## config.mk

```make
export PLATFORM = sky130hd
export DESIGN_NAME = wdn_watchdog
export DESIGN_NICKNAME = d
export VERILOG_FILES = /design/src/include/wdn_pkg.sv /design/src/rtl/wdn_watchdog.sv
export SDC_FILE = /design/constraint.sdc
export NUM_CORES = 1
export LEC_CHECK = 0
export ABC_CLOCK_PERIOD_IN_PS = 12700
export BUFFER_PORTS_ARGS = -buffer_cell sky130_fd_sc_hd__buf_2
export CAP_MARGIN = 10
export CORE_MARGIN = 4
export CORE_UTILIZATION = 45
export CTS_BUF_LIST = sky130_fd_sc_hd__clkbuf_4 sky130_fd_sc_hd__clkbuf_8
export DETAILED_ROUTE_END_ITERATION = 8
export SYNTH_ARGS = -nofsm -noshare
export SYNTH_HDL_FRONTEND = slang
export SYNTH_SLANG_ARGS = --single-unit
```

## constraint.sdc

```tcl
create_clock -name clk_in -period 12.7 [get_ports clk_in]
set_clock_uncertainty 0.15 [all_clocks]
set_input_delay 2.54 -clock clk_in [delete_from_list [all_inputs] [get_ports clk_in]]
set_output_delay 2.54 -clock clk_in [all_outputs]
set_load 0.02 [all_outputs]
```

## src/include/wdn_pkg.sv

```systemverilog
// Constants shared by the process-data watchdog and network-failure block
package wdn_pkg;

	// ------------------------------------------------------------
	// Register numbers (16-bit word registers)
	// ------------------------------------------------------------
	localparam logic [15:0] ADDR_TIMEOUT = 16'h07d0;
	localparam logic [15:0] ADDR_MODE    = 16'h07d2;
	localparam logic [15:0] ADDR_REASON  = 16'h07d4;
	localparam logic [15:0] ADDR_CMD     = 16'h07d6;
	localparam logic [15:0] ADDR_STATUS  = 16'h1f3c;

	// ------------------------------------------------------------
	// Reset values and limits
	// ------------------------------------------------------------
	localparam logic [15:0] RST_TIMEOUT    = 16'h0000;
	localparam logic [15:0] RST_MODE       = 16'h0000;
	localparam logic [15:0] RST_REASON     = 16'h0000;
	localparam logic [15:0] TIMEOUT_OFF    = 16'h0000;
	localparam logic [15:0] TIMEOUT_MIN_MS = 16'h00c8;
	localparam logic [15:0] TIMEOUT_MAX_MS = 16'hfde8;

	// ------------------------------------------------------------
	// Fault response modes and failure reason codes
	// ------------------------------------------------------------
	localparam logic [15:0] MODE_LOW   = 16'h0000;
	localparam logic [15:0] MODE_HIGH  = 16'h0001;
	localparam logic [15:0] MODE_HOLD  = 16'h0002;
	localparam logic [15:0] RSN_USER   = 16'h0009;
	localparam logic [15:0] RSN_WDOG   = 16'h000c;
	localparam logic [15:0] RSN_MODBUS = 16'h000d;

	// ------------------------------------------------------------
	// Field positions
	// ------------------------------------------------------------
	localparam int CMD_SET_FAIL_BIT = 4;
	localparam int CMD_ACK_BIT      = 5;
	localparam int CMD_CLR_WARN_BIT = 7;
	localparam int STAT_ERR_BIT     = 0;
	localparam int STAT_FAIL_BIT    = 1;

	// ------------------------------------------------------------
	// Timing
	// ------------------------------------------------------------
	localparam int unsigned CLK_HZ     = 40_000_000;
	localparam int unsigned TICK_MS    = 1;
	localparam int unsigned CYC_PER_MS = CLK_HZ / 1000 * TICK_MS;

	typedef enum logic [1:0] {
		ST_IDLE = 2'b00,
		ST_RUN  = 2'b01,
		ST_FAIL = 2'b10
	} wdn_state_t;

endpackage : wdn_pkg

```

## src/rtl/wdn_watchdog.sv

```systemverilog
// Process-data watchdog, fault response and network-failure control
//
// Contract
// - Timeout in ms, nonzero only 200..65000
// - Zero timeout keeps watchdog disabled
// - Mode selects outputs low, high, hold
// - Mode register write applies to later failures
// - Readable failure reason register
// - Reason codes: watchdog, Modbus, user command
// - Command needs exactly one bit, else error
// - Command register is write-only
// - Command bits: set, acknowledge, clear warning
// - Status bit 0 shows any error
// - Status bit 1 shows active network failure
// - Output writes start/restart watchdog, reads do not
// - Expiry applies substitutes, sets failure flag
// - Auto mode write or acknowledge clears failure
// - Acknowledge restarts the watchdog
module wdn_watchdog #(
	parameter int unsigned NOUT     = 4,
	parameter int unsigned TICK_CYC = wdn_pkg::CYC_PER_MS
) (
	// Clock and reset
	input  wire logic              clk_in,
	input  wire logic              arst_n_in,
	// Register access
	input  wire logic              reg_wr_in,
	input  wire logic              reg_rd_in,
	input  wire logic [15:0]       reg_addr_in,
	input  wire logic [15:0]       reg_wdata_in,
	output logic      [15:0]       reg_rdata_out,
	output logic                   reg_ack_out,
	output logic                   reg_err_out,
	// Output process data and events
	input  wire logic              pd_write_in,
	input  wire logic [NOUT-1:0]   pd_data_in,
	input  wire logic              modbus_timeout_in,
	input  wire logic              auto_confirm_in,
	input  wire logic              diag_error_in,
	// Device side results
	output logic      [NOUT-1:0]   out_value_out,
	output logic                   net_fail_out,
	output logic                   io_warn_clear_out
);
	import wdn_pkg::*;

	localparam int PW = $clog2(TICK_CYC + 1);
	localparam logic [PW-1:0] PLAST = PW'(TICK_CYC - 1);

	// ------------------------------------------------------------
	// Parameter check
	// ------------------------------------------------------------
	if (NOUT < 1 || NOUT > 16 || TICK_CYC < 1) begin : g_bad_param
		$error("wdn_watchdog: unsupported parameter values");
	end

	// ------------------------------------------------------------
	// Functions
	// ------------------------------------------------------------
	// True when exactly one bit of the word is set
	function automatic logic one_hot(input logic [15:0] w);
		return (w != 16'h0000) && ((w & (w - 16'h0001)) == 16'h0000);
	endfunction : one_hot

	// Substitute pattern for a fault response mode
	function automatic logic [NOUT-1:0] subst(input logic [1:0] m,
			input logic [NOUT-1:0] held);
		logic [NOUT-1:0] r;
		r = '0;
		if (m == MODE_HIGH[1:0]) begin
			r = '1;
		end else if (m == MODE_HOLD[1:0]) begin
			r = held;
		end
		return r;
	endfunction : subst

	// ------------------------------------------------------------
	// State
	// ------------------------------------------------------------
	wdn_state_t      state, next_state;
	logic [15:0]     timeout_ms, next_timeout_ms;
	logic [15:0]     fault_response_mode, next_fault_response_mode;
	logic [15:0]     failure_reason_code, next_failure_reason_code;
	logic [PW-1:0]   presc, next_presc;
	logic [15:0]     ms_cnt, next_ms_cnt;
	logic [NOUT-1:0] pd_q, next_pd_q;
	logic [NOUT-1:0] hold_q, next_hold_q;
	logic [1:0]      fail_mode, next_fail_mode;
	logic            cmd_err, next_cmd_err;
	logic [15:0]     next_rdata;
	logic            next_ack, next_err, next_warn_clr;
	logic [NOUT-1:0] next_out;
	logic            tick, expire, restart, cmd_set, cmd_ack, fail_evt;
	logic [15:0]     fail_rsn, status_word;

	// Any error includes a live failure, diagnostics and a refused command
	assign status_word = {14'h0000, state == ST_FAIL,
		diag_error_in | cmd_err | (state == ST_FAIL)};

	// ------------------------------------------------------------
	// Next-state logic
	// ------------------------------------------------------------
	// Reads take priority when a read and a write coincide
	always_comb begin
		next_state               = state;
		next_timeout_ms          = timeout_ms;
		next_fault_response_mode = fault_response_mode;
		next_failure_reason_code = failure_reason_code;
		next_presc               = presc;
		next_ms_cnt              = ms_cnt;
		next_pd_q                = pd_q;
		next_hold_q              = hold_q;
		next_fail_mode           = fail_mode;
		next_cmd_err             = cmd_err;
		next_rdata               = 16'h0000;
		next_ack                 = reg_wr_in | reg_rd_in;
		next_err                 = 1'b0;
		next_warn_clr            = 1'b0;
		cmd_set                  = 1'b0;
		cmd_ack                  = 1'b0;
		restart                  = 1'b0;
		expire                   = 1'b0;
		fail_evt                 = 1'b0;
		fail_rsn                 = RSN_MODBUS;
		tick                     = (state == ST_RUN) && (presc == PLAST);
		// Register access
		if (reg_rd_in) begin
			case (reg_addr_in)
				ADDR_TIMEOUT: next_rdata = timeout_ms;
				ADDR_MODE:    next_rdata = fault_response_mode;
				ADDR_REASON:  next_rdata = failure_reason_code;
				ADDR_STATUS:  next_rdata = status_word;
				default:      next_err   = 1'b1;
			endcase
		end else if (reg_wr_in) begin
			case (reg_addr_in)
				ADDR_TIMEOUT: begin
					// Once started the watchdog cannot be switched off
					if ((reg_wdata_in == TIMEOUT_OFF && state == ST_IDLE) ||
						(reg_wdata_in >= TIMEOUT_MIN_MS &&
						reg_wdata_in <= TIMEOUT_MAX_MS)) begin
						next_timeout_ms = reg_wdata_in;
					end else begin
						next_err = 1'b1;
					end
				end
				ADDR_MODE: begin
					if (reg_wdata_in <= MODE_HOLD) begin
						next_fault_response_mode = reg_wdata_in;
					end else begin
						next_err = 1'b1;
					end
				end
				ADDR_CMD: begin
					if (!one_hot(reg_wdata_in)) begin
						next_err     = 1'b1;
						next_cmd_err = 1'b1;
					end else begin
						cmd_set       = reg_wdata_in[CMD_SET_FAIL_BIT];
						cmd_ack       = reg_wdata_in[CMD_ACK_BIT];
						next_warn_clr = reg_wdata_in[CMD_CLR_WARN_BIT];
					end
				end
				default: next_err = 1'b1;
			endcase
		end
		if (next_warn_clr) begin
			next_cmd_err = 1'b0;
		end
		if (pd_write_in) begin
			next_pd_q = pd_data_in;
		end
		// Watchdog sequencing
		unique case (state)
			ST_IDLE: begin
				if (pd_write_in && timeout_ms != TIMEOUT_OFF) begin
					next_state = ST_RUN;
					restart    = 1'b1;
				end
			end
			ST_RUN: begin
				if (pd_write_in) begin
					restart = 1'b1;
				end else if (tick && (ms_cnt + 16'h0001) >= timeout_ms) begin
					expire = 1'b1;
				end
			end
			ST_FAIL: begin
				if (cmd_ack || (auto_confirm_in && pd_write_in)) begin
					next_state = (timeout_ms != TIMEOUT_OFF) ? ST_RUN : ST_IDLE;
					restart    = 1'b1;
				end
			end
			default: next_state = ST_IDLE;
		endcase
		// Failure causes, user command first; a cause beats a same-cycle clear
		if (cmd_set) begin
			fail_evt = 1'b1;
			fail_rsn = RSN_USER;
		end else if (expire) begin
			fail_evt = 1'b1;
			fail_rsn = RSN_WDOG;
		end else if (modbus_timeout_in) begin
			fail_evt = 1'b1;
			fail_rsn = RSN_MODBUS;
		end
		if (fail_evt && (state != ST_FAIL || next_state != ST_FAIL)) begin
			next_state               = ST_FAIL;
			next_failure_reason_code = fail_rsn;
			next_fail_mode           = fault_response_mode[1:0];
			next_hold_q              = pd_q;
		end
		// Millisecond counter runs only while armed
		if (restart) begin
			next_presc  = '0;
			next_ms_cnt = 16'h0000;
		end else if (next_state == ST_RUN) begin
			next_presc = tick ? '0 : presc + PW'(1);
			if (tick && ms_cnt != 16'hffff) begin
				next_ms_cnt = ms_cnt + 16'h0001;
			end
		end
		next_out = (next_state == ST_FAIL) ?
			subst(next_fail_mode, next_hold_q) : next_pd_q;
	end

	// ------------------------------------------------------------
	// Registers
	// ------------------------------------------------------------
	always_ff @(posedge clk_in or negedge arst_n_in) begin
		if (!arst_n_in) begin
			state               <= ST_IDLE;
			timeout_ms          <= RST_TIMEOUT;
			fault_response_mode <= RST_MODE;
			failure_reason_code <= RST_REASON;
			presc               <= '0;
			ms_cnt              <= 16'h0000;
			pd_q                <= '0;
			hold_q              <= '0;
			fail_mode           <= 2'h0;
			cmd_err             <= 1'b0;
			reg_rdata_out       <= 16'h0000;
			reg_ack_out         <= 1'b0;
			reg_err_out         <= 1'b0;
			out_value_out       <= '0;
			net_fail_out        <= 1'b0;
			io_warn_clear_out   <= 1'b0;
		end else begin
			state               <= next_state;
			timeout_ms          <= next_timeout_ms;
			fault_response_mode <= next_fault_response_mode;
			failure_reason_code <= next_failure_reason_code;
			presc               <= next_presc;
			ms_cnt              <= next_ms_cnt;
			pd_q                <= next_pd_q;
			hold_q              <= next_hold_q;
			fail_mode           <= next_fail_mode;
			cmd_err             <= next_cmd_err;
			reg_rdata_out       <= next_rdata;
			reg_ack_out         <= next_ack;
			reg_err_out         <= next_err;
			out_value_out       <= next_out;
			net_fail_out        <= (next_state == ST_FAIL);
			io_warn_clear_out   <= next_warn_clr;
		end
	end
endmodule : wdn_watchdog

```

==> impl_table.tex, run 1 <==
\begin{tabular}{lr}
\hline
Metric & Value \\
\hline
\multicolumn{2}{l}{\textbf{Run status}} \\
\quad Status & finished clean \\
\multicolumn{2}{l}{\textbf{Timing}} \\
\quad FMAX & 0.173 GHz \\
\quad Final Setup Violations & 0 \\
\quad Max\_slew headroom & 0.244 \\
\quad Shortest period the worst path allows & 5.77 ns \\
\quad Final worst setup slack & 6.93 ns \\
\quad Fin crit share & 0.454 \\
\quad Slew of the pin with the lowest slew margin & 1.13 ns \\
\quad Sum Neg Setup Slack & 0 ns \\
\quad Final Hold Vio Count & 0 \\
\quad Max-slew violation count & 0 \\
\quad RSZ-0062 raised after global routing & no \\
\multicolumn{2}{l}{\textbf{Synth}} \\
\quad Mapped Avg Cell Area & 10.0 um2 \\
\quad Count of flip-flops with a built-in enable after synthesis & 0 \\
\quad Number of warnings issued by yosys & 0 \\
\quad Post-synth top area share & 0.461 \\
\quad Cell type with the largest total area after synthesis & sky130\_fd\_sc\_hd\_\_dfrtp\_1 \\
\quad Most instantiated flip-flop cell in the synthesis netlist & sky130\_fd\_sc\_hd\_\_dfrtp\_1 \\
\quad Register area share after synthesis & 0.461 \\
\quad Dominant cell by count in the synthesized netlist & sky130\_fd\_sc\_hd\_\_dfrtp\_1 \\
\quad Number of library cell types mapped by synthesis & 68 \\
\quad Number of standard cells after synthesis & 562 \\
\quad Nets in the synthesized netlist & 624 \\
\quad Most numerous cell types in the synthesized netlist & 104 x sky130\_fd\_sc\_hd\_\_dfrtp\_1, 43 x sky130\_fd\_sc\_hd\_\_a21oi\_1, 32 x sky130\_fd\_sc\_hd\_\_nand2\_1, 29 x sky130\_fd\_sc\_hd\_\_nor2\_1, 28 x sky130\_fd\_sc\_hd\_\_inv\_1 \\
\quad Share of synthesized registers carrying an async set or reset & 1.00 \\
\quad Biggest area contributors in the synthesized netlist & sky130\_fd\_sc\_hd\_\_dfrtp\_1 46\%, sky130\_fd\_sc\_hd\_\_mux2\_2 5.0\%, sky130\_fd\_sc\_hd\_\_ha\_1 4.0\%, sky130\_fd\_sc\_hd\_\_a21oi\_1 3.8\%, sky130\_fd\_sc\_hd\_\_nand3\_1 2.1\% \\
\quad Number of synthesized register bits & 104 \\
\quad Post-Syn Area & 5650 um2 \\
\multicolumn{2}{l}{\textbf{Route}} \\
\quad Routed wire per std cell & 16.9 um \\
\quad Initial DRC Count & 254 \\
\quad \# DRC & 0 \\
\quad Pre-Repair DR Iteration Count & 5 \\
\quad Via count of the routed design & 4545 \\
\quad DRT antenna net count & 0 \\
\quad Via density per instance & 5.70 \\
\quad Wire length after detailed routing & 13400 um \\
\multicolumn{2}{l}{\textbf{Placed design}} \\
\quad Routability congestion estimate from global placement & 0.844 \\
\quad Number of buffers added on ports & 67 \\
\quad Dpl cells & 781 \\
\quad Pre-CTS setup slack & 6.54 ns \\
\quad Dpl hpwl & 9850 um \\
\multicolumn{2}{l}{\textbf{Critical path}} \\
\quad Critical register-to-register path endpoint & ms\_cnt[5]\$\_DFFE\_PN0P\_ \\
\quad Depth of the most critical reg-to-reg path & 16 \\
\quad Cell family with most CP delay & simple AND/OR/NAND/NOR gates \\
\quad Nature of the critical path startpoint & primary input \\
\quad Highest fanout seen on the critical path & 28 \\
\quad Crit path kind & in2reg \\
\quad Endpoint class of the critical path & flip-flop \\
\quad Slowest Stage Delay on Critical Path & 0.69 ns \\
\quad Crit Reg-Reg Startpoint & ms\_cnt[2]\$\_DFFE\_PN0P\_ \\
\quad Critical path origin & reg\_wdata\_in[2] \\
\quad CP Data Arrival Time & 5.87 ns \\
\quad Cell mode on critical path & sky130\_fd\_sc\_hd\_\_nor2\_1 \\
\quad Critical Path RT & 12.80 ns \\
\quad Crit-path cells & buf\_2 -> or3\_4 -> or3\_1 -> o32a\_1 -> or4b\_1 -> nor3\_4 -> nor2\_1 -> buf\_4 -> o211ai\_4 -> mux2i\_1 -> nor2\_1 \\
\quad Flop2flop setup slack & 7.98 ns \\
\quad Crit-path slowest cell & sky130\_fd\_sc\_hd\_\_or4b\_1 \\
\quad Worst path buffer plus inverter count & 2 \\
\multicolumn{2}{l}{\textbf{Pwr}} \\
\quad Sequential share of power & 0.543 \\
\quad Switching portion of total power & 0.274 \\
\quad Cell-internal power & 0.468 mW \\
\quad Switching power of the nets & 0.177 mW \\
\quad Total power per unit cell area & 102 nW/um2 \\
\quad Design Power & 0.644 mW \\
\quad Peak supply drop & 0.0647 mV \\
\quad Share of total power in combinational logic & 0.111 \\
\quad Clock Power Share & 0.346 \\
\quad Leak pwr & 2.82 nW \\
\multicolumn{2}{l}{\textbf{Clocking}} \\
\quad Clock tree from TritonCTS & done \\
\quad Buffer type at the clock tree root & sky130\_fd\_sc\_hd\_\_clkbuf\_8 \\
\quad Clock Pin Slew Worst Setup and Hold Paths & 0.10 ns \\
\quad Clock latency on the worst-skew pair & 0.39 ns \\
\quad Number of setup buffers added after CTS & 0 \\
\quad Hold-fix buffer count after cts & 0 \\
\quad CTS-repair resized insts & 0 \\
\quad Number of buffers on the longest clock path & 2 \\
\quad CTS buffer count & 9 \\
\quad TritonCTS Sinks & 104 \\
\quad H-Tree Level Count & 3 \\
\multicolumn{2}{l}{\textbf{Hold path}} \\
\quad Hold worst-path end & failure\_reason\_code[3]\$\_DFFE\_PN0P\_ \\
\quad Worst Hold Launch & failure\_reason\_code[3]\$\_DFFE\_PN0P\_ \\
\quad Type of the tightest min-delay check & reg2reg \\
\quad Worst hold path stage count & 1 \\
\multicolumn{2}{l}{\textbf{Global route}} \\
\quad Met3 demand-to-capacity share in global routing & 0.0462 \\
\quad Number of global-route vias before repair & 4560 \\
\quad Wire length of the first global-routing pass & 22900 um \\
\quad Largest net degree at the start of global routing & 80 \\
\quad Gr ovfl total & 0 \\
\quad Global Route met1 Usage & 0.262 \\
\quad Highest-utilization routing layer at the global route stage & met2 \\
\quad Initial antenna violation count & 1 \\
\quad Met2 track demand over resource & 0.322 \\
\quad Total global routing track utilization & 0.198 \\
\multicolumn{2}{l}{\textbf{Floorplan}} \\
\quad \# IOs & 68 \\
\quad Cell Rows & 40 \\
\quad Core Area & 12200 um2 \\
\quad DIE HEIGHT & 120 um \\
\quad Starting utilization of the core area & 0.464 \\
\quad Area enclosed by the die boundary & 14400 um2 \\
\quad Horiz. Die Dim & 120 um \\
\multicolumn{2}{l}{\textbf{Finish}} \\
\quad Finished Core Util & 0.518 \\
\quad Layout overhead on the synthesized area & 11.6\% \\
\quad Proportion of layout cells with a drive suffix above 1 & 0.223 \\
\quad Area of combinational cells with multiple inputs & 2810 um2 \\
\quad Post-Layout Cell Count & 798 \\
\quad Sequential cell area in the final layout & 2600 um2 \\
\quad Filler Cells Inserted & 1166 \\
\quad Final nets & 686 \\
\multicolumn{2}{l}{\textbf{Flow run}} \\
\quad Max-cap viol count & 0 \\
\hline
\end{tabular}
worst max-delay path by stage:
| stage | end | slack, ns | depth (start not counted) |
|---|---|---|---|
| final | ms_cnt[1]$_DFFE_PN0P_ | 6.93 | 11 |
| after global routing | ms_cnt[2]$_DFFE_PN0P_ | 6.74 | 11 |
| after CTS | ms_cnt[1]$_DFFE_PN0P_ | 6.94 | 11 |
| after detailed placement | ms_cnt[1]$_DFFE_PN0P_ | 6.54 | 11 |
| after global placement | ms_cnt[1]$_DFFE_PN0P_ | 6.65 | 11 |
| after floorplan | failure_reason_code[2]$_DFFE_PN0P_ | 7.08 | 10 |
layout make-up:
type                            instances  area share
Timing Repair Buffer                   70      0.0572
Antenna cell                            1    0.000397
Clock inverter                          6      0.0119
Tap cell                              168      0.0334
Sequential cell                       104       0.413
Clock buffer                           10      0.0218
Multi-Input combinational cell        410       0.445
Inverter                               29      0.0173
placed cells by master (no fill, tap or decap), drive strengths merged, types with 12 or more instances in the layout:
master    n
nand2    32
and2     17
mux2     25
dfrtp   104
a21oi    44
nor2b    18
xnor2    12
nor2     30
ha       18
buf      70
a22oi    12
or3      22
inv      32
nor3     13
o21ai    23
nand3    24
state kept, by name (all words and copies together) (netlist names), 2 cells and up:
name	flops
out_value_out	4
reg_rdata_out	16
failure_reason_code	3
fault_response_mode	16
fail_mode	2
presc	16
timeout_ms	16
state	2
ms_cnt	16
hold_q	4
pd_q	4
stage by stage:
stage	instance area (um2)	hold slack [ns]
final	6300	0.338
after global placement	6090	0.301
after floorplan	5650	0.284
after detailed placement	6090	0.315
after CTS	6300	0.341
after global routing	6300	0.366
routing by layer:
layer	wire, um	vias to the layer above
met5	0	-
met2	6460	132
met4	199	0
met3	785	16
li1	-	2172
met1	6000	2225
power by group through the flow:
| stage | combinational, mW | sequential (mW) | clock [mW] |
|---|---|---|---|
| final | 0.0715 | 0.350 | 0.223 |
| after global routing | 0.0807 | 0.352 | 0.243 |
| after CTS | 0.0722 | 0.350 | 0.231 |
| after detailed placement | 0.0720 | 0.357 | 0 |
| after global placement | 0.0699 | 0.356 | 0 |
| after floorplan | 0.0419 | 0.357 | 0 |
worst reg2reg max path: stages (launching register included):
cell	delay, ns
sky130_fd_sc_hd__dfrtp_1	0.45
sky130_fd_sc_hd__nand3_1	0.21
sky130_fd_sc_hd__or3_1	0.48
sky130_fd_sc_hd__nor2_1	0.13
sky130_fd_sc_hd__nand3_1	0.14
sky130_fd_sc_hd__or2_2	0.37
sky130_fd_sc_hd__or2_2	0.33
sky130_fd_sc_hd__xnor2_1	0.14
sky130_fd_sc_hd__ha_1	0.31
sky130_fd_sc_hd__nand2_1	0.08
sky130_fd_sc_hd__nor2_1	0.04
sky130_fd_sc_hd__a211oi_1	0.21
sky130_fd_sc_hd__o21ai_0	0.26
sky130_fd_sc_hd__a21oi_2	0.43
sky130_fd_sc_hd__o211ai_4	0.30
sky130_fd_sc_hd__or3_1	0.44
sky130_fd_sc_hd__a21oi_1	0.16
cell families (layout without fill, tap and decap cells):
kind of cell,Yosys count,after routing,share of synthesized area
other,0,1,0
flip-flops,104,104,0.461
multiplexers,32,32,0.0623
adder cells (fa/ha/maj),19,19,0.0417
AO/OA/AOI/OAI,128,128,0.152
buffers and inverters,48,115,0.0430
XOR/XNOR,17,17,0.0264
AND/OR/NAND/NOR,214,214,0.213
Power figures use the tool's default switching activity.
==> run 2, diff against run 1 <==
- ABC_CLOCK_PERIOD_IN_PS: 12700 -> 5000
- PLACE_DENSITY: default -> 0.67
- clock period: 12.7 -> 5 ns (I/O delays scaled with it)
==> run 2 against run 1 <==
  * Count of clock-buffer cells in the layout did not move
  * Clock power up 150%
  * Sequential cell count stayed put
  * Utilization about the same
  * Sequential power rose to 2.5 times the previous value
  * Total power increased to 2.5 times the previous value
  * Combinational power grew to 2.5 times the previous value
  * Worst hold slack got worse by 0.013 ns
  * Global-route usage fell by 0.70 points
  * Critical path depth increased by 6
  * Largest cell class unchanged
==> impl_table.tex, run 2 (same netlist as run 1, synthesis figures left out) <==
\begin{tabular}{lr}
\hline
Metric & Value \\
\hline
\multicolumn{2}{l}{\textbf{Run status}} \\
\quad Status & finished clean \\
\multicolumn{2}{l}{\textbf{Finish}} \\
\quad Antenna cells & 0 (-1) \\
\quad Finished Cell Area & 6300 um2 (about the same) \\
\quad Proportion of layout cells with a drive suffix above 1 & 0.223 (+0.000879) \\
\quad Final nets & 688 (+0.29\%) \\
\quad Layout overhead on the synthesized area & 11.6\% (about the same) \\
\quad Filler Cells Inserted & 1115 (-4.4\%) \\
\quad Most frequent standard cell in the layout excluding fill and tap cells & sky130\_fd\_sc\_hd\_\_dfrtp\_1 \\
\quad Most frequent cells in the layout & 104 x sky130\_fd\_sc\_hd\_\_dfrtp\_1, 66 x sky130\_fd\_sc\_hd\_\_buf\_2, 43 x sky130\_fd\_sc\_hd\_\_a21oi\_1 \\
\multicolumn{2}{l}{\textbf{Timing}} \\
\quad Max\_slew headroom & 0.288 (+0.0447) \\
\quad Slew of the pin with the lowest slew margin & 1.06 ns (-0.0623 ns) \\
\quad RSZ-0062 raised after global routing & no \\
\quad Sum Neg Setup Slack & 0 ns (unchanged) \\
\quad Worst-case hold slack & 0.325 ns (-0.0127 ns) \\
\quad Final Hold Vio Count & 0 (unchanged) \\
\quad Final Setup Violations & 0 (unchanged) \\
\quad Shortest period the worst path allows & 4.56 ns \\
\quad Final worst setup slack & 0.436 ns (-6.49 ns) \\
\quad Fin crit share & 0.913 \\
\quad FMAX & 0.219 GHz \\
\quad Max-slew violation count & 0 (unchanged) \\
\multicolumn{2}{l}{\textbf{Pwr}} \\
\quad Total power per unit cell area & 257 nW/um2 (+150\%) \\
\quad Peak supply drop & 0.168 mV (+160\%) \\
\quad Leak pwr & 2.83 nW (about the same) \\
\multicolumn{2}{l}{\textbf{Floorplan}} \\
\quad Horiz. Die Dim & 120 um (unchanged) \\
\quad Area enclosed by the die boundary & 14400 um2 (unchanged) \\
\quad Cell Rows & 40 (unchanged) \\
\quad DIE HEIGHT & 120 um (unchanged) \\
\quad Core Area & 12200 um2 (unchanged) \\
\quad \# IOs & 68 (unchanged) \\
\quad Starting utilization of the core area & 0.464 (unchanged) \\
\multicolumn{2}{l}{\textbf{Critical path}} \\
\quad Critical Path RT & 5.13 ns (-7.67 ns) \\
\quad Crit-path slowest cell & sky130\_fd\_sc\_hd\_\_or3\_1 \\
\quad Endpoint class of the critical path & flip-flop \\
\quad Cell family with most CP delay & simple AND/OR/NAND/NOR gates \\
\quad Nature of the critical path startpoint & flip-flop \\
\quad Crit path kind & reg2reg \\
\quad CP Data Arrival Time & 4.69 ns (-1.18 ns) \\
\quad Stages on the worst setup path & 17 (+6) \\
\quad Depth of the most critical reg-to-reg path & 17 (+1) \\
\quad Highest fanout seen on the critical path & 20 (-29\%) \\
\quad Crit-path cells & nand3\_1 -> or3\_1 -> nor2\_1 -> nand3\_1 -> or2\_2 -> or2\_2 -> xnor2\_1 -> ha\_1 -> nand2\_1 -> nor2\_1 -> a211oi\_1 -> o21ai\_0 -> a21oi\_2 -> o21ai\_4 -> inv\_2 -> a41oi\_1 -> a311oi\_1 \\
\quad Slowest Stage Delay on Critical Path & 0.46 ns (-0.23 ns) \\
\quad Worst path buffer plus inverter count & 1 (-1) \\
\multicolumn{2}{l}{\textbf{Route}} \\
\quad Via count of the routed design & 4540 (-0.11\%) \\
\quad \# DRC & 0 (unchanged) \\
\quad Initial DRC Count & 351 (+38\%) \\
\quad DRT antenna net count & 0 (unchanged) \\
\quad Routed wire per std cell & 16.5 um (-2.3\%) \\
\quad Wire length after detailed routing & 13200 um (-2.1\%) \\
\quad Via density per instance & 5.68 (-0.24\%) \\
\quad Pre-Repair DR Iteration Count & 5 (unchanged) \\
\multicolumn{2}{l}{\textbf{Clocking}} \\
\quad Clock Pin Slew Worst Setup and Hold Paths & 0.10 ns (about the same) \\
\quad Number of setup buffers added after CTS & 0 (unchanged) \\
\quad Clock latency on the worst-skew pair & 0.39 ns (about the same) \\
\quad TritonCTS Sinks & 104 (unchanged) \\
\quad Hold-fix buffer count after cts & 0 (unchanged) \\
\quad Clock tree from TritonCTS & done \\
\quad CTS buffer count & 9 (unchanged) \\
\quad Buffer type at the clock tree root & sky130\_fd\_sc\_hd\_\_clkbuf\_8 \\
\quad H-Tree Level Count & 3 (unchanged) \\
\quad CTS-repair resized insts & 0 (unchanged) \\
\quad Number of buffers on the longest clock path & 2 (unchanged) \\
\multicolumn{2}{l}{\textbf{Global route}} \\
\quad Wire length of the first global-routing pass & 22300 um (-2.4\%) \\
\quad Largest net degree at the start of global routing & 73 (-8.8\%) \\
\quad Gr ovfl total & 0 (unchanged) \\
\quad Number of global-route vias before repair & 4445 (-2.5\%) \\
\quad Total global routing track utilization & 0.191 (-0.00698) \\
\quad Initial antenna violation count & 0 (-1) \\
\multicolumn{2}{l}{\textbf{Flow run}} \\
\quad Max-cap viol count & 0 (unchanged) \\
\multicolumn{2}{l}{\textbf{Placed design}} \\
\quad Placed standard-cell area & 6100 um2 (+0.16\%) \\
\quad Routability congestion estimate from global placement & 0.933 (+10\%) \\
\quad Number of buffers added on ports & 67 (unchanged) \\
\quad Dpl hpwl & 9620 um (-2.3\%) \\
\quad Pre-CTS setup slack & 0.314 ns (-6.23 ns) \\
\multicolumn{2}{l}{\textbf{Hold path}} \\
\quad Worst hold path stage count & 1 (unchanged) \\
\quad Type of the tightest min-delay check & reg2reg \\
\hline
\end{tabular}
-- run 2: changes by cell type in the layout (fill, tap and decap cells not counted) --
cell                         before  now
sky130_fd_sc_hd__inv_6            1    4
sky130_fd_sc_hd__buf_4            4    6
sky130_fd_sc_hd__inv_8            2    0
sky130_fd_sc_hd__clkbuf_4         0    1
sky130_fd_sc_hd__clkbuf_8        10    9
sky130_fd_sc_hd__clkinv_2         1    0
sky130_fd_sc_hd__clkinv_4         1    0
sky130_fd_sc_hd__clkinvlp_4       0    1
sky130_fd_sc_hd__diode_2          1    0
sky130_fd_sc_hd__nor3_1          11   12
sky130_fd_sc_hd__nor3_2           1    0
-- run 2: layout make-up --
type / instances / area [um2] / area share
clock inverters: 6 / 72.6 / 0.0115
flip-flops and latches: 104 / 2600 / 0.413
multi-input cells: 410 / 2800 / 0.444
inverters: 29 / 109 / 0.0173
repair buffers: 72 / 375 / 0.0596
clock buffers: 10 / 131 / 0.0208
well taps: 168 / 210 / 0.0334
-- run 2: where the power goes --
part	leakage [nW]	switching, mW	internal, mW	total, mW
Combinational	1.34	0.118	0.0631	0.181
Clock	0.102	0.303	0.244	0.548
Sequential	1.39	0.0201	0.870	0.890
-- run 2: per-stage QoR --
step           cells   util  total power [mW]
3_5_place_dp     783  0.501              1.09
3_3_place_gp     783  0.501              1.08
2_1_floorplan    562      -              1.01
5_1_grt          799  0.518              1.70
6_report         799  0.518              1.62
4_1_cts          799  0.518              1.64
-- run 2: final timing paths --
| check | start | end | slack [ns] |
|---|---|---|---|
| worst max-delay path | ms_cnt[2]$_DFFE_PN0P_ | presc[15]$_DFFE_PN0P_ | 0.44 |
| max in group asynchronous | arst_n_in | presc[10]$_DFFE_PN0P_ | 3.14 |
| worst max register to register | ms_cnt[2]$_DFFE_PN0P_ | presc[15]$_DFFE_PN0P_ | 0.44 |
| worst min register to register | failure_reason_code[3]$_DFFE_PN0P_ | failure_reason_code[3]$_DFFE_PN0P_ | 0.33 |
| worst min-delay path | failure_reason_code[3]$_DFFE_PN0P_ | failure_reason_code[3]$_DFFE_PN0P_ | 0.33 |
| min in group asynchronous | arst_n_in | reg_rdata_out[8]$_DFF_PN0_ | 0.58 |
-- run 2: worst reg2reg max path, cell delays in order, from the launching register on --
cell                       delay [ns]
sky130_fd_sc_hd__dfrtp_1         0.43
sky130_fd_sc_hd__nand3_1         0.18
sky130_fd_sc_hd__or3_1           0.47
sky130_fd_sc_hd__nor2_1          0.12
sky130_fd_sc_hd__nand3_1         0.15
sky130_fd_sc_hd__or2_2           0.37
sky130_fd_sc_hd__or2_2           0.33
sky130_fd_sc_hd__xnor2_1         0.13
sky130_fd_sc_hd__ha_1            0.30
sky130_fd_sc_hd__nand2_1         0.08
sky130_fd_sc_hd__nor2_1          0.04
sky130_fd_sc_hd__a211oi_1        0.17
sky130_fd_sc_hd__o21ai_0         0.21
sky130_fd_sc_hd__a21oi_2         0.41
sky130_fd_sc_hd__o21ai_4         0.17
sky130_fd_sc_hd__inv_2           0.31
sky130_fd_sc_hd__a41oi_1         0.17
sky130_fd_sc_hd__a311oi_1        0.28
-- run 2: routing by layer --
layer,global-route usage,up-vias,wire [um]
met2,0.304,142,6260
met1,0.256,2200,5960
met4,0.0587,0,248
met5,0,-,0
met3,0.0490,21,692
li1,-,2177,-
==> run 3, diff against run 2 <==
- ABC_CLOCK_PERIOD_IN_PS: 5000 -> 4000
- clock period: 5 -> 4 ns (I/O delays scaled with it)
==> run 3 against run 2 <==
  * First-iteration DRC count down 6.3%
  * Combinational power is 45% higher
  * Sequential power grew 25%
  * Setup slack worse by 0.29 ns
  * Critical endpoint is now presc[11]$_DFFE_PN0P_
==> impl_table.tex, run 3 (same netlist as run 1, synthesis figures left out) <==
\begin{tabular}{lr}
\hline
Metric & Value \\
\hline
\multicolumn{2}{l}{\textbf{Floorplan}} \\
\quad \# IOs & 68 (unchanged) \\
\quad DIE HEIGHT & 120 um (unchanged) \\
\quad Area enclosed by the die boundary & 14400 um2 (unchanged) \\
\quad Cell Rows & 40 (unchanged) \\
\quad Starting utilization of the core area & 0.464 (unchanged) \\
\quad Horiz. Die Dim & 120 um (unchanged) \\
\quad Core Area & 12200 um2 (unchanged) \\
\multicolumn{2}{l}{\textbf{Placed design}} \\
\quad Pre-CTS setup slack & -0.167 ns (-0.481 ns) \\
\quad Dpl hpwl & 10300 um (+6.9\%) \\
\quad Number of buffers added on ports & 67 (unchanged) \\
\quad Routability congestion estimate from global placement & 0.951 (+2.0\%) \\
\multicolumn{2}{l}{\textbf{Pwr}} \\
\quad Switching portion of total power & 0.261 (-0.0111) \\
\quad Sequential share of power & 0.525 (-0.025) \\
\quad Design Power & 2.12 mW (+31\%) \\
\quad Leak pwr & 3.13 nW (+11\%) \\
\quad Clock Power Share & 0.351 (+0.013) \\
\quad Switching power of the nets & 0.554 mW (+26\%) \\
\quad Total power per unit cell area & 308 nW/um2 (+20\%) \\
\quad Peak supply drop & 0.175 mV (+4.2\%) \\
\quad Share of total power in combinational logic & 0.124 (+0.012) \\
\quad Cell-internal power & 1.56 mW (+33\%) \\
\multicolumn{2}{l}{\textbf{Route}} \\
\quad \# DRC & 0 (unchanged) \\
\quad Initial DRC Count & 329 (-6.3\%) \\
\quad Via density per instance & 5.60 (-1.4\%) \\
\quad Routed wire per std cell & 16.5 um (about the same) \\
\quad Pre-Repair DR Iteration Count & 5 (unchanged) \\
\quad DRT antenna net count & 0 (unchanged) \\
\quad Wire length after detailed routing & 14100 um (+6.9\%) \\
\quad Via count of the routed design & 4791 (+5.5\%) \\
\multicolumn{2}{l}{\textbf{Timing}} \\
\quad Sum Neg Setup Slack & 0 ns (unchanged) \\
\quad Final Hold Vio Count & 0 (unchanged) \\
\quad Slew of the pin with the lowest slew margin & 1.00 ns (-0.0619 ns) \\
\quad Shortest period the worst path allows & 3.86 ns (-0.709 ns) \\
\quad FMAX & 0.259 GHz (+18\%) \\
\quad Max\_slew headroom & 0.332 (+0.0439) \\
\quad Final worst setup slack & 0.145 ns (-0.291 ns) \\
\quad Fin crit share & 0.964 (+0.0510) \\
\quad Final Setup Violations & 0 (unchanged) \\
\quad Max-slew violation count & 0 (unchanged) \\
\multicolumn{2}{l}{\textbf{Clocking}} \\
\quad TritonCTS Sinks & 104 (unchanged) \\
\quad H-Tree Level Count & 3 (unchanged) \\
\quad Number of buffers on the longest clock path & 2 (unchanged) \\
\quad Clock Pin Slew Worst Setup and Hold Paths & 0.09 ns (about the same) \\
\quad Buffer type at the clock tree root & sky130\_fd\_sc\_hd\_\_clkbuf\_8 \\
\quad Hold-fix buffer count after cts & 0 (unchanged) \\
\quad Clock latency on the worst-skew pair & 0.38 ns (about the same) \\
\quad Clock tree from TritonCTS & done \\
\quad CTS buffer count & 9 (unchanged) \\
\multicolumn{2}{l}{\textbf{Finish}} \\
\quad Filler Cells Inserted & 1078 (-3.3\%) \\
\quad Most frequent standard cell in the layout excluding fill and tap cells & sky130\_fd\_sc\_hd\_\_dfrtp\_1 \\
\quad Proportion of layout cells with a drive suffix above 1 & 0.317 (+0.0939) \\
\quad Antenna cells & 0 (unchanged) \\
\quad Layout overhead on the synthesized area & 21.9\% \\
\quad Final nets & 744 (+8.1\%) \\
\quad Sequential cell area in the final layout & 2600 um2 (unchanged) \\
\quad Area of combinational cells with multiple inputs & 2910 um2 (+4.0\%) \\
\quad Most frequent cells in the layout & 104 x sky130\_fd\_sc\_hd\_\_dfrtp\_1, 67 x sky130\_fd\_sc\_hd\_\_buf\_2, 57 x sky130\_fd\_sc\_hd\_\_buf\_4 \\
\multicolumn{2}{l}{\textbf{Hold path}} \\
\quad Worst Hold Launch & failure\_reason\_code[3]\$\_DFFE\_PN0P\_ \\
\quad Hold worst-path end & failure\_reason\_code[3]\$\_DFFE\_PN0P\_ \\
\quad Worst hold path stage count & 1 (unchanged) \\
\quad Type of the tightest min-delay check & reg2reg \\
\multicolumn{2}{l}{\textbf{Global route}} \\
\quad Largest net degree at the start of global routing & 81 (+11\%) \\
\quad Number of global-route vias before repair & 4798 (+7.9\%) \\
\quad Initial antenna violation count & 0 (unchanged) \\
\quad Wire length of the first global-routing pass & 23000 um (+3.0\%) \\
\quad Gr ovfl total & 0 (unchanged) \\
\quad Total global routing track utilization & 0.198 (+0.00684) \\
\multicolumn{2}{l}{\textbf{Critical path}} \\
\quad Endpoint class of the critical path & flip-flop \\
\quad CP Data Arrival Time & 4.01 ns (-0.68 ns) \\
\quad Crit Reg-Reg Startpoint & ms\_cnt[5]\$\_DFFE\_PN0P\_ \\
\quad Nature of the critical path startpoint & flip-flop \\
\quad Highest fanout seen on the critical path & 5 (-75\%) \\
\quad Depth of the most critical reg-to-reg path & 16 (-1) \\
\quad Critical register-to-register path endpoint & presc[11]\$\_DFFE\_PN0P\_ \\
\quad Flop2flop setup slack & 0.14 ns (-0.29 ns) \\
\quad Crit path kind & reg2reg \\
\quad Critical Path RT & 4.16 ns (-0.97 ns) \\
\multicolumn{2}{l}{\textbf{Flow run}} \\
\quad Max-cap viol count & 0 (unchanged) \\
\multicolumn{2}{l}{\textbf{Run status}} \\
\quad Status & finished clean \\
\hline
\end{tabular}
run 3: changes by cell type in the layout (fill, tap and decap cells not counted), moves of 3 or more:
cell,before,now
sky130_fd_sc_hd__a21oi_1,43,35
sky130_fd_sc_hd__inv_6,4,1
sky130_fd_sc_hd__a21oi_2,1,8
sky130_fd_sc_hd__buf_4,6,57
sky130_fd_sc_hd__or3_4,2,6
sky130_fd_sc_hd__or3_1,19,15
sky130_fd_sc_hd__buf_6,0,3
run 3: timing repair:
action                                  in CTS  in global routing
pin swaps                                    0                 15
cloned                                       0                  2
setup buffers                                0                  7
endpoints found under the setup margin      18                 40
resized for setup                            2                 30
run 3: power by group through the flow:
stage / Combinational [mW] / Clock [mW] / Sequential (mW)
4_1_cts: 0.257 / 0.761 / 1.11
5_1_grt: 0.292 / 0.809 / 1.12
3_5_place_dp: 0.255 / 0 / 1.13
6_report: 0.263 / 0.743 / 1.11
3_3_place_gp: 0.250 / 0 / 1.13
2_1_floorplan: 0.133 / 0 / 1.13
run 3: metal layers:
metal,routed length [um],vias to the layer above,track usage
met5,0,-,0
met4,188,0,0.0530
met3,687,20,0.0509
met2,7000,124,0.333
met1,6200,2365,0.253
li1,-,2282,-
run 3: metrics by stage:
step	hold WS, ns	cells	utilization	area, um2
finish	0.326	855	0.566	6880
global route	0.366	855	0.566	6880
CTS	0.329	846	0.551	6710
detailed placement	0.303	830	0.532	6470
global placement	0.300	830	0.532	6470
floorplan	0.284	562	-	5650
run 3: worst max path at each step:
stage	start	end	slack, ns	depth (start not counted)
finish	ms_cnt[5]$_DFFE_PN0P_	presc[11]$_DFFE_PN0P_	0.14	16
global route	ms_cnt[0]$_DFFE_PN0P_	presc[11]$_DFFE_PN0P_	-0.06	17
CTS	ms_cnt[0]$_DFFE_PN0P_	presc[15]$_DFFE_PN0P_	0.02	17
detailed placement	reg_wdata_in[1]	presc[15]$_DFFE_PN0P_	-0.17	12
global placement	reg_wdata_in[2]	presc[11]$_DFFE_PN0P_	-0.09	11
floorplan	ms_cnt[2]$_DFFE_PN0P_	ms_cnt[15]$_DFFE_PN0P_	0.004	17
run 3: worst max-delay path: stages (launching register included):
cell                       delay, ns
sky130_fd_sc_hd__dfrtp_1        0.36
sky130_fd_sc_hd__nand2_1        0.07
sky130_fd_sc_hd__or3_4          0.40
sky130_fd_sc_hd__nor2_4         0.10
sky130_fd_sc_hd__nand3_2        0.08
sky130_fd_sc_hd__or2_4          0.26
sky130_fd_sc_hd__or2_2          0.31
sky130_fd_sc_hd__xnor2_1        0.13
sky130_fd_sc_hd__ha_1           0.34
sky130_fd_sc_hd__nand2_1        0.08
sky130_fd_sc_hd__nor2_1         0.05
sky130_fd_sc_hd__a211oi_2       0.24
sky130_fd_sc_hd__o21ai_2        0.13
sky130_fd_sc_hd__a21oi_4        0.27
sky130_fd_sc_hd__o21ai_4        0.11
sky130_fd_sc_hd__or4_1          0.51
sky130_fd_sc_hd__a21oi_2        0.18
run 3: layout make-up:
type | instances | area share
inverters | 29 | 0.0165
clock inverters | 6 | 0.0133
multi-input cells | 410 | 0.423
flip-flops and latches | 104 | 0.378
repair buffers | 128 | 0.119
clock buffers | 10 | 0.0200
well taps | 168 | 0.0305
